==> config.mk <==
export PLATFORM = sky130hd
export DESIGN_NAME = power_mgmt_control_register
export DESIGN_NICKNAME = d
export VERILOG_FILES = /design/src/hw/power_mgmt_control_register.v
export VERILOG_INCLUDE_DIRS = /design/src /design/src/hw
export SDC_FILE = /design/constraint.sdc
export NUM_CORES = 1
export LEC_CHECK = 0
export ABC_AREA = 0
export BUFFER_PORTS_ARGS = -buffer_cell sky130_fd_sc_hd__buf_2
export CELL_PAD_IN_SITES_DETAIL_PLACEMENT = 1
export CELL_PAD_IN_SITES_GLOBAL_PLACEMENT = 2
export CORE_ASPECT_RATIO = 1.75
export CORE_MARGIN = 2
export CORE_UTILIZATION = 30
export DETAILED_ROUTE_END_ITERATION = 8
export MAX_ROUTING_LAYER = met4
export PLACE_DENSITY_LB_ADDON = 0.08
export SKIP_CTS_REPAIR_TIMING = 1
export SLEW_MARGIN = 40
export SYNTH_ARGS = -nofsm -noshare
export SYNTH_HDL_FRONTEND = slang
export SYNTH_SLANG_ARGS = --single-unit
==> constraint.sdc <==
create_clock -name clk_i -period 5.4 [get_ports clk_i]
set_input_delay 1.08 -clock clk_i [delete_from_list [all_inputs] [get_ports clk_i]]
set_output_delay 1.08 -clock clk_i [all_outputs]
set_load 0.02 [all_outputs]
==> src/hw/pm_ctrl_consts.vh <==
// Constants for the power management control register block
`ifndef PM_CTRL_CONSTS_VH
`define PM_CTRL_CONSTS_VH

`define PMC_ADDR_W 14
`define PMC_OFFSET_LO 14'h0084
`define PMC_OFFSET_HI 14'h3084

`define PMC_MODE_HI 31
`define PMC_MODE_LO 29
`define PMC_SLEEP_BIT 28
`define PMC_WAKE_BIT 27
`define PMC_LED_BIT 26
`define PMC_CORE_BIT 21
`define PMC_STS_B_BIT 17
`define PMC_STS_A_BIT 16
`define PMC_EN_B_BIT 15
`define PMC_EN_A_BIT 14
`define PMC_READY_BIT 0

`define PMC_MODE_FULL 3'h0
`define PMC_MODE_SYSCLK_OFF 3'h1
`define PMC_MODE_PLL_REL 3'h2
`define PMC_MODE_OSC_OFF 3'h3

`define PMC_RESET_VALUE 32'h00000000

// Time for the clock source to settle after waking, in ns
`define PMC_SETTLE_NS 1000
`define PMC_SETTLE_CYC ((`PMC_SETTLE_NS + 4) / 5)

`endif

==> src/hw/power_mgmt_control_register.v <==
// Power management control register with sleep and wake sequencing
`timescale 1ns/100ps
`include "pm_ctrl_consts.vh"

// Function
// Three-bit selector picks full power or low power
// Selector write discarded when sleep bit written one
// Sleep bit enters state held in selector
// Sleep bit reads one while asleep, self-clears
// Sleep set ignored if selector value changes
// Host writes selector first, sleep bit later
// Host avoids sleeping with full-power selector
// Wake clears selector and sleep bit
// Auto-wake enable lets events wake device; code blocks auto-wake when selector is oscillator-off (3)
// Indicator disable: open-drain undriven, push-pull inactive
// Core clock gate bit stops core clocks
// Gate sets only after two consecutive one-writes
// Per-port energy/wake status sets, write-one clears
// Status clears only when port event cleared
// Per-port enables raise the power event flag
// Reads always answered, never stall interface
// Byte-wide partial reads and writes accepted
// Register answers at both aliased addresses
// Ready low when asleep, high after settling
// Host access wakes device, its data ignored; code wakes only on a write, to any address, not on reads
// Low power stops PLL-derived clocks, deeper releases
// Reserved bits read zero, ignore writes
module power_mgmt_control_register #(
  parameter SETTLE_CYCLES = `PMC_SETTLE_CYC
)(
  input wire clk_i,
  input wire resetn_i,
  input wire acc_valid_i,
  input wire acc_write_i,
  input wire [`PMC_ADDR_W-1:0] acc_addr_i,
  input wire [3:0] acc_byte_en_i,
  input wire [31:0] acc_wdata_i,
  input wire port_a_event_i,
  input wire port_b_event_i,
  input wire led_push_pull_i,
  input wire led_active_high_i,
  input wire [1:0] led_value_i,
  output reg [31:0] acc_rdata_o,
  output reg acc_ack_o,
  output reg power_event_flag_o,
  output reg wake_event_o,
  output reg ready_o,
  output reg sysclk_enable_o,
  output reg pll_enable_o,
  output reg osc_enable_o,
  output reg core_clock_enable_o,
  output reg [1:0] led_out_o,
  output reg [1:0] led_oe_o
);

  // ----------------------------------------------------------------
  // State encoding
  // ----------------------------------------------------------------
  localparam ST_AWAKE = 2'h0;
  localparam ST_ASLEEP = 2'h1;
  localparam ST_SETTLE = 2'h2;

  // ----------------------------------------------------------------
  // Input synchronisers
  // ----------------------------------------------------------------
  reg [1:0] evt_meta;
  reg [1:0] evt_sync;
  reg [1:0] led_meta;
  reg [1:0] led_sync;
  reg [1:0] led_cfg_meta;
  reg [1:0] led_cfg_sync;

  always @(posedge clk_i)
  begin
    if (!resetn_i)
    begin
      evt_meta <= 2'h0;
      evt_sync <= 2'h0;
      led_meta <= 2'h0;
      led_sync <= 2'h0;
      led_cfg_meta <= 2'h0;
      led_cfg_sync <= 2'h0;
    end
    else
    begin
      evt_meta <= {port_b_event_i, port_a_event_i};
      evt_sync <= evt_meta;
      led_meta <= led_value_i;
      led_sync <= led_meta;
      led_cfg_meta <= {led_active_high_i, led_push_pull_i};
      led_cfg_sync <= led_cfg_meta;
    end
  end

  // ----------------------------------------------------------------
  // Register fields
  // ----------------------------------------------------------------
  reg [2:0] power_state_select;
  reg sleep_request;
  reg auto_wake_enable;
  reg indicator_output_disable;
  reg fieldbus_core_clock_gate;
  reg gate_first_write;
  reg port_a_energy_wake_status;
  reg port_b_energy_wake_status;
  reg port_a_energy_wake_irq_enable;
  reg port_b_energy_wake_irq_enable;
  reg [1:0] state;
  reg [15:0] settle_cnt;

  function hit;
    input [`PMC_ADDR_W-1:0] addr;
    begin
      hit = (addr == `PMC_OFFSET_LO) || (addr == `PMC_OFFSET_HI);
    end
  endfunction

  wire sel = acc_valid_i && hit(acc_addr_i);
  wire awake = (state == ST_AWAKE);
  wire wr = sel && acc_write_i && awake;
  wire wr_b3 = wr && acc_byte_en_i[3];
  wire wr_b2 = wr && acc_byte_en_i[2];
  wire wr_b1 = wr && acc_byte_en_i[1];
  wire [2:0] new_mode = acc_wdata_i[`PMC_MODE_HI:`PMC_MODE_LO];
  wire sleep_wr1 = wr_b3 && acc_wdata_i[`PMC_SLEEP_BIT];
  wire mode_changes = wr_b3 && (new_mode != power_state_select);
  wire go_sleep = sleep_wr1 && !mode_changes;
  wire any_access = acc_valid_i;
  wire pend = (port_a_energy_wake_status && port_a_energy_wake_irq_enable) ||
              (port_b_energy_wake_status && port_b_energy_wake_irq_enable);
  wire auto_wake = auto_wake_enable && pend &&
                   (power_state_select != `PMC_MODE_OSC_OFF);

  wire [31:0] rd_word = {power_state_select, sleep_request, auto_wake_enable,
                         indicator_output_disable, 4'h0, fieldbus_core_clock_gate,
                         3'h0, port_b_energy_wake_status, port_a_energy_wake_status,
                         port_b_energy_wake_irq_enable, port_a_energy_wake_irq_enable,
                         13'h0000, ready_o};

  function [31:0] lane_mask;
    input [3:0] be;
    begin
      lane_mask = {{8{be[3]}}, {8{be[2]}}, {8{be[1]}}, {8{be[0]}}};
    end
  endfunction

  wire [31:0] byte_mask = lane_mask(acc_byte_en_i);

  // ----------------------------------------------------------------
  // Power state selector, sleep request and wake sequencing
  // ----------------------------------------------------------------
  always @(posedge clk_i)
  begin
    if (!resetn_i)
    begin
      power_state_select <= `PMC_MODE_FULL;
      sleep_request <= 1'b0;
      state <= ST_SETTLE;
      settle_cnt <= 16'h0000;
    end
    else
    begin
      // A write that also sets the sleep bit keeps the old selector
      if (wr_b3 && !acc_wdata_i[`PMC_SLEEP_BIT])
        power_state_select <= new_mode;
      case (state)
        ST_AWAKE:
        begin
          if (go_sleep)
          begin
            sleep_request <= 1'b1;
            state <= ST_ASLEEP;
          end
        end
        ST_ASLEEP:
        begin
          if ((any_access && acc_write_i) || auto_wake)
          begin
            state <= ST_SETTLE;
            settle_cnt <= 16'h0000;
          end
        end
        ST_SETTLE:
        begin
          if (settle_cnt >= SETTLE_CYCLES - 1)
          begin
            state <= ST_AWAKE;
            power_state_select <= `PMC_MODE_FULL;
            sleep_request <= 1'b0;
          end
          else
            settle_cnt <= settle_cnt + 16'h0001;
        end
        default:
          state <= ST_SETTLE;
      endcase
    end
  end

  // ----------------------------------------------------------------
  // Auto-wake and indicator disable bits
  // ----------------------------------------------------------------
  always @(posedge clk_i)
  begin
    if (!resetn_i)
    begin
      auto_wake_enable <= 1'b0;
      indicator_output_disable <= 1'b0;
    end
    else if (wr_b3)
    begin
      auto_wake_enable <= acc_wdata_i[`PMC_WAKE_BIT];
      indicator_output_disable <= acc_wdata_i[`PMC_LED_BIT];
    end
  end

  // ----------------------------------------------------------------
  // Core clock gate with double-write guard
  // ----------------------------------------------------------------
  always @(posedge clk_i)
  begin
    if (!resetn_i)
    begin
      fieldbus_core_clock_gate <= 1'b0;
      gate_first_write <= 1'b0;
    end
    else if (wr_b2)
    begin
      if (!acc_wdata_i[`PMC_CORE_BIT])
      begin
        fieldbus_core_clock_gate <= 1'b0;
        gate_first_write <= 1'b0;
      end
      else if (gate_first_write)
        fieldbus_core_clock_gate <= 1'b1;
      else
        gate_first_write <= 1'b1;
    end
  end

  // ----------------------------------------------------------------
  // Energy/wake status flags and their interrupt enables
  // ----------------------------------------------------------------
  always @(posedge clk_i)
  begin
    if (!resetn_i)
    begin
      port_a_energy_wake_status <= 1'b0;
      port_b_energy_wake_status <= 1'b0;
      port_a_energy_wake_irq_enable <= 1'b0;
      port_b_energy_wake_irq_enable <= 1'b0;
    end
    else
    begin
      // Set wins over clear; clear holds only once the port event is gone
      port_a_energy_wake_status <= evt_sync[0] ||
        (port_a_energy_wake_status && !(wr_b2 && acc_wdata_i[`PMC_STS_A_BIT]));
      port_b_energy_wake_status <= evt_sync[1] ||
        (port_b_energy_wake_status && !(wr_b2 && acc_wdata_i[`PMC_STS_B_BIT]));
      if (wr_b1)
      begin
        port_a_energy_wake_irq_enable <= acc_wdata_i[`PMC_EN_A_BIT];
        port_b_energy_wake_irq_enable <= acc_wdata_i[`PMC_EN_B_BIT];
      end
    end
  end

  // ----------------------------------------------------------------
  // Outputs
  // ----------------------------------------------------------------
  genvar i;
  generate
    for (i = 0; i < 2; i = i + 1)
    begin : g_led
      always @(posedge clk_i)
      begin
        if (!resetn_i)
        begin
          led_out_o[i] <= 1'b0;
          led_oe_o[i] <= 1'b0;
        end
        else
        begin
          led_out_o[i] <= indicator_output_disable ? !led_cfg_sync[1] : led_sync[i];
          led_oe_o[i] <= !indicator_output_disable || led_cfg_sync[0];
        end
      end
    end
  endgenerate

  always @(posedge clk_i)
  begin
    if (!resetn_i)
    begin
      acc_rdata_o <= 32'h00000000;
      acc_ack_o <= 1'b0;
    end
    else
    begin
      acc_ack_o <= sel;
      acc_rdata_o <= (sel && !acc_write_i) ? (rd_word & byte_mask) : 32'h00000000;
    end
  end

  // ----------------------------------------------------------------
  // Power event, wake pulse and ready
  // ----------------------------------------------------------------
  always @(posedge clk_i)
  begin
    if (!resetn_i)
    begin
      power_event_flag_o <= 1'b0;
      wake_event_o <= 1'b0;
      ready_o <= 1'b0;
    end
    else
    begin
      power_event_flag_o <= pend;
      wake_event_o <= (state == ST_ASLEEP) && auto_wake;
      ready_o <= awake && !go_sleep;
    end
  end

  // ----------------------------------------------------------------
  // Clock enables
  // ----------------------------------------------------------------
  always @(posedge clk_i)
  begin
    if (!resetn_i)
    begin
      sysclk_enable_o <= 1'b1;
      pll_enable_o <= 1'b1;
      osc_enable_o <= 1'b1;
      core_clock_enable_o <= 1'b1;
    end
    else
    begin
      sysclk_enable_o <= state != ST_ASLEEP;
      pll_enable_o <= !(state == ST_ASLEEP && power_state_select >= `PMC_MODE_PLL_REL);
      osc_enable_o <= !(state == ST_ASLEEP && power_state_select == `PMC_MODE_OSC_OFF);
      core_clock_enable_o <= !fieldbus_core_clock_gate;
    end
  end

endmodule // power_mgmt_control_register

Word-level counts from Yosys, hierarchy flattened
Cells that the tools add are included.
- reduce and logical (&&, ||, !) cells: 49
- eq/ne operators: 13
- multiplexer cells: 18
- bitwise gates (word level): 1
- order comparisons: 2
- add/subtract/negate cells: 1
- operator list (kind ; count):
    bitwise AND 32 bit ; 1
    two-way mux 16 bit ; 2
    one-hot mux 16 bit (2 select lines) ; 1
    logical AND 1 bit ; 24
    adder 16 x 1 -> 16 bit, second input constant ; 1
    >= comparator 16 x 8 -> 1 bit, second input constant ; 1
    == test 14 bit, second input constant ; 1
    == test 14 x 8 -> 1 bit, second input constant ; 1
    logical NOT 1 bit ; 11
    two-way mux 3 bit ; 3
    AND reduction 3 bit ; 3
    two-way mux 1 bit ; 7
    logical OR 1 bit ; 6
    two-way mux 2 bit ; 3
    inequality test 2 x 1 -> 1 bit, second input constant ; 3
    inequality test 2 bit, second input constant ; 3
    one-hot mux 2 bit (3 select lines) ; 1
    AND reduction 2 bit ; 2
    nonzero test 2 bit ; 2
    == test 3 x 2 -> 1 bit, second input constant ; 1
    >= comparator 3 x 2 -> 1 bit, second input constant ; 1
    inequality test 3 x 2 -> 1 bit, second input constant ; 1
    inequality test 3 bit ; 1
    == test 2 x 1 -> 1 bit, second input constant ; 1
    3 further kinds ; 3
- register bits after elaboration: 85
- word-level logic and storage cells: 114
- output and inout bits: 44
- bits of input ports: 60

Logic depth before layout (Yosys ltp)
- word-level depth: 11
- depth in mapped cells: 6

Least setup slack after synthesis
OpenSTA, ideal clock, no wires.
- path kind: in2reg
- start: input port acc_addr_i[10]
- end: register fieldbus_core_clock_gate
- setup time: 0.116 ns
- setup slack: 3.066 ns
- arrival: 2.217 ns
- stages on the path: 5
- path buffers: 1
- path through: nor4b_2 > nand3_1 > buf_2 > or4_1 > o211a_1
- word-level cells in the longest chain between the ends: 7
- elaborated cells on any way between the ends: 8
- those cells by class: eq/ne: 2; reduce/logical: 6
- RTL lines (what ; line ; source):
    start: declaration ; power_mgmt_control_register.v:35 ; input wire [`PMC_ADDR_W-1:0] acc_addr_i,
    == test 14 x 8 -> 1 bit (no line) / == test 14 bit (equally long branches) ; -- ;
    logical OR 1 bit * ; power_mgmt_control_register.v:114 ; hit = (addr == `PMC_OFFSET_LO) || (addr == `PMC_OFFSET_HI);
    logical AND 1 bit * ; power_mgmt_control_register.v:118 ; wire sel = acc_valid_i && hit(acc_addr_i);
    logical AND 1 bit * (2 in series) ; power_mgmt_control_register.v:120 ; wire wr = sel && acc_write_i && awake;
    logical AND 1 bit * ; power_mgmt_control_register.v:122 ; wire wr_b2 = wr && acc_byte_en_i[2];
    AND reduction 2 bit (no line) * ; -- ;
    end signal: assignment ; power_mgmt_control_register.v:224 ; fieldbus_core_clock_gate <= 1'b0;
    end signal: assignment ; power_mgmt_control_register.v:231 ; fieldbus_core_clock_gate <= 1'b0;
    end signal: assignment ; power_mgmt_control_register.v:235 ; fieldbus_core_clock_gate <= 1'b1;
    end: declaration ; power_mgmt_control_register.v:102 ; reg fieldbus_core_clock_gate;
Mark *: on every way between the ends. The rest lies on a longest branch, timed or not.
A chain may end at the register's enable or synchronous reset.

Worst setup path after layout
- start: input port resetn_i
- end: register acc_rdata_o[14]
- word-level cells in the longest chain between the ends: 1
- RTL lines (what ; line ; source):
    start: declaration ; power_mgmt_control_register.v:32 ; input wire resetn_i,
    AND reduction 2 bit (no line) ; -- ;
    end signal: assignment ; power_mgmt_control_register.v:301 ; acc_rdata_o <= (sel && !acc_write_i) ? (rd_word & byte_mask) : 32'h00000000;
    end: declaration ; power_mgmt_control_register.v:43 ; output reg [31:0] acc_rdata_o,
No other way between the ends.

==> reports/metrics.csv <==
stage,metric,value,unit
sta,Worst Tran Pin Value,0.773,ns
setup_path,WP data required,5.67,ns
finish,layout cell share with drive strength beyond 1,27.5,%
yosys,Syn Std Cell Area,2590,um2
yosys,Synth Register Bits,65,
yosys,Post-Synth Adder-Cell Area,0.482,%
sta,unrepaired setup endpoints after global routing,false,
sta,Setup TNS,0,ns
global_routing,first-pass GRT wire length,10.2,mm
cts,# H-tree levels,3,
power_and_ir_drop,sequential share of power,43.8,%
routing,Post-route DRC,0,
finish,most frequent cells in the layout,"65 x dfxtp_1, 62 x buf_2, 22 x and3_1",
cts,Max Root-Sink Buffers,2,
setup_path,Setup CP Type,in2reg,
sta,Finish-stage setup viols,0,
floorplan,IO Pins,104,
routing,via count,2071,
yosys,"FFs w/ async S/R, synth",0,%
flow_run,max-cap violations,0,
yosys,main combinational cell family by area after synthesis,simple AND/OR/NAND/NOR gates,
yosys,XOR/XNOR Fraction of Synth Area,1.35,%
yosys,mux contribution to synthesized area,0.772,%
worst_hold_path,worst hold path class,reg2reg,
setup_path,startpoint types,primary input,
sta,Slew HR,48.4,%
yosys,ys flop type,dfxtp_1,
routing,post-route ant nets,0,
yosys,Synth area leaders,"dfxtp_1 50%, buf_4 6.1%, and3_1 5.3%, a21oi_1 3.7%, and2_1 3.4%",
power_and_ir_drop,sw frac,22.7,%
global_routing,grt ovf,0,
setup_path,CP arrival,2.95,ns
finish,number of diodes,0,
routing,DR WL/cell,14.0,um
global_routing,vias in the first global route,2109,
placement,global placer's final weighted congestion,0.768,
power_and_ir_drop,pwr dens,347,nW/um2
setup_path,"Critical Path, Cell by Cell","buf_2, inv_1, nor4_2, buf_4, and3_1",
yosys,Cells after Synth,266,
yosys,Synth top area share,50.2,%
sta,fmax,373,MHz
yosys,cell taking the most area after synthesis,dfxtp_1,
cts,Worst-Skew Late Latency,0.33,ns
sta,Clock Skew,0.00596,ns
floorplan,die footprint,9440,um2
global_routing,largest net degree at the start of global routing,32,
global_routing,initial antenna violation count,0,
yosys,"Seq/Total Area, Yosys",50.2,%
floorplan,die width,74.3,um
cts,CTS Sinks,65,
finish,"most common cell after layout, fill and taps aside",dfxtp_1,
placement,HPWL after DPL,4.77,mm
cts,Num CTS Buffers,9,
setup_path,"slowest stage delay, CP",0.64,ns
global_routing,GRT Util Overall,15.0,%
routing,initial DRC count,54,
setup_path,CP Capture Type,flip-flop,
cts,Clock transition at path regs,0.06,ns
floorplan,initial cell density of the core,31.0,%
yosys,Synth Area in Simple Gates,26.6,%
yosys,post-synthesis cell type count,47,
sta,Final WS setup,2.72,ns
power_and_ir_drop,static leakage,1.39,nW
finish,Syn-to-layout area delta,24.8,%
power_and_ir_drop,Psw,0.000255,W
yosys,Post-synth EDFFs,0,
power_and_ir_drop,Combinational Power Share,5.1,%
yosys,Synth Area per Inst,9.75,um2
cts,CTS tree,yes,
placement,Port Buffers,62,
sta,min cycle time layout,2.68,ns
routing,DR pass1 iterations,4,
setup_path,Slowest cell on crit path,nor4_2,
yosys,complex-gate fraction of the synthesized area,11.1,%
routing,Post-Route WL,6.30,mm
sta,final hold vios,0,
setup_path,worst-path fanout max,31,
floorplan,chip height,127,um
floorplan,FP Rows,44,
power_and_ir_drop,clock share of power,51.1,%
yosys,synth warn,0,
finish,post-layout net count,390,
finish,fill count,1011,
power_and_ir_drop,Pint,0.000867,W
cts,Clock Tree Root,clkbuf_16,
routing,DR vias/cell,4.61,
sta,Slew Limit Fails,0,
status,status,finished clean,
power_and_ir_drop,maximum VDD drop,0.000149,V
floorplan,Core Region,8370,um2
placement,minimum setup slack after placement,2.24,ns
sta,final worst path period share,49.6,%
synthesized netlist by cell type (2+ instances only):
master and count:
dfxtp_1 65, and3_1 22, buf_4 21, a21oi_1 19, nand2_1 15, nand3_1 15
and2_1 14, inv_1 11, o31ai_1 8, clkbuf_1 6, o21ai_0 6, or4_1 6
nor4_1 5, xnor2_1 4, nand2b_1 3, nand4_1 3, nor4_2 3, or2_2 3
and4b_1 2, buf_2 2, mux2i_1 2, nor2_1 2, nor2b_1 2, nor3_1 2
o211ai_1 2, or3_1 2
worst max-delay path, delay by kind of cell:
| kind | cells | cell delay [ns] |
|---|---|---|
| buf+inv | 3 | 1.05 |
| simple gates | 2 | 0.81 |
final cells by class:
class,count,area [um2],area share [%]
multi-input combinational,179,1130,35.1
tap,115,144,4.45
inverter,11,41.3,1.28
clock buffer,10,229,7.07
clock inverter,6,68.8,2.13
sequential,65,1300,40.2
timing repair buffer,63,318,9.82
cell families (layout without fill, tap and decap cells):
logic type      Yosys count  in the layout
fa+ha+maj                 1              1
other cells               1             20
compound gates           44             44
flops                    65             65
buf+inv                  41             90
simple gates            108            108
xor+xnor                  4              4
mux                       2              2
registers in the layout, summed over array words and instances, names as in the netlist, 2 cells and up:
register / cells
settle_cnt: 16
acc_rdata_o: 12
power_state_select: 3
evt_meta: 2
evt_sync: 2
led_cfg_meta: 2
led_cfg_sync: 2
led_meta: 2
led_out_o: 2
led_sync: 2
state: 2
through the flow:
stage	util, %	hold WS, ns	instance area [um2]	total power [W]	cells
after floorplan	-	0.367	2670	0.000546	285
after global placement	35.0	0.408	2930	0.000559	433
after detailed placement	35.1	0.412	2940	0.000560	433
after CTS	38.7	0.424	3240	0.00114	449
after global routing	38.7	0.436	3240	0.00116	449
final	38.7	0.415	3240	0.00112	449
per-layer routing:
| metal | part of all wire [%] | up-vias | routed length (um) | global-route usage [%] |
|---|---|---|---|---|
| met3 | 4.1 | 10 | 259 | 2.84 |
| met2 | 53 | 53 | 3340 | 25.4 |
| met1 | 40 | 977 | 2520 | 15.9 |
| met4 | 2.8 | 0 | 174 | 8.82 |
| met5 | 0 | - | 0 | - |
| li1 | - | 1031 | - | - |
power by group through the flow:
stage | registers [W] | logic [W] | clock network [W]
after floorplan | 0.000502 | 0.0000447 | 0
after global placement | 0.000501 | 0.0000581 | 0
after detailed placement | 0.000501 | 0.0000587 | 0
after CTS | 0.000491 | 0.0000587 | 0.000592
after global routing | 0.000492 | 0.0000641 | 0.000607
final | 0.000491 | 0.0000576 | 0.000574
path summary, 6_finish.rpt:
check | start | endpoint | slack [ns] | cells after the start
max | resetn_i | acc_rdata_o[14] | 2.72 | 5
min | fieldbus_core_clock_gate | core_clock_enable_o | 0.42 | 1
max reg2reg | settle_cnt[0] | settle_cnt[7] | 3.16 | 5
min reg2reg | fieldbus_core_clock_gate | core_clock_enable_o | 0.42 | 1
No activity file was read; power rests on OpenSTA's default activity.
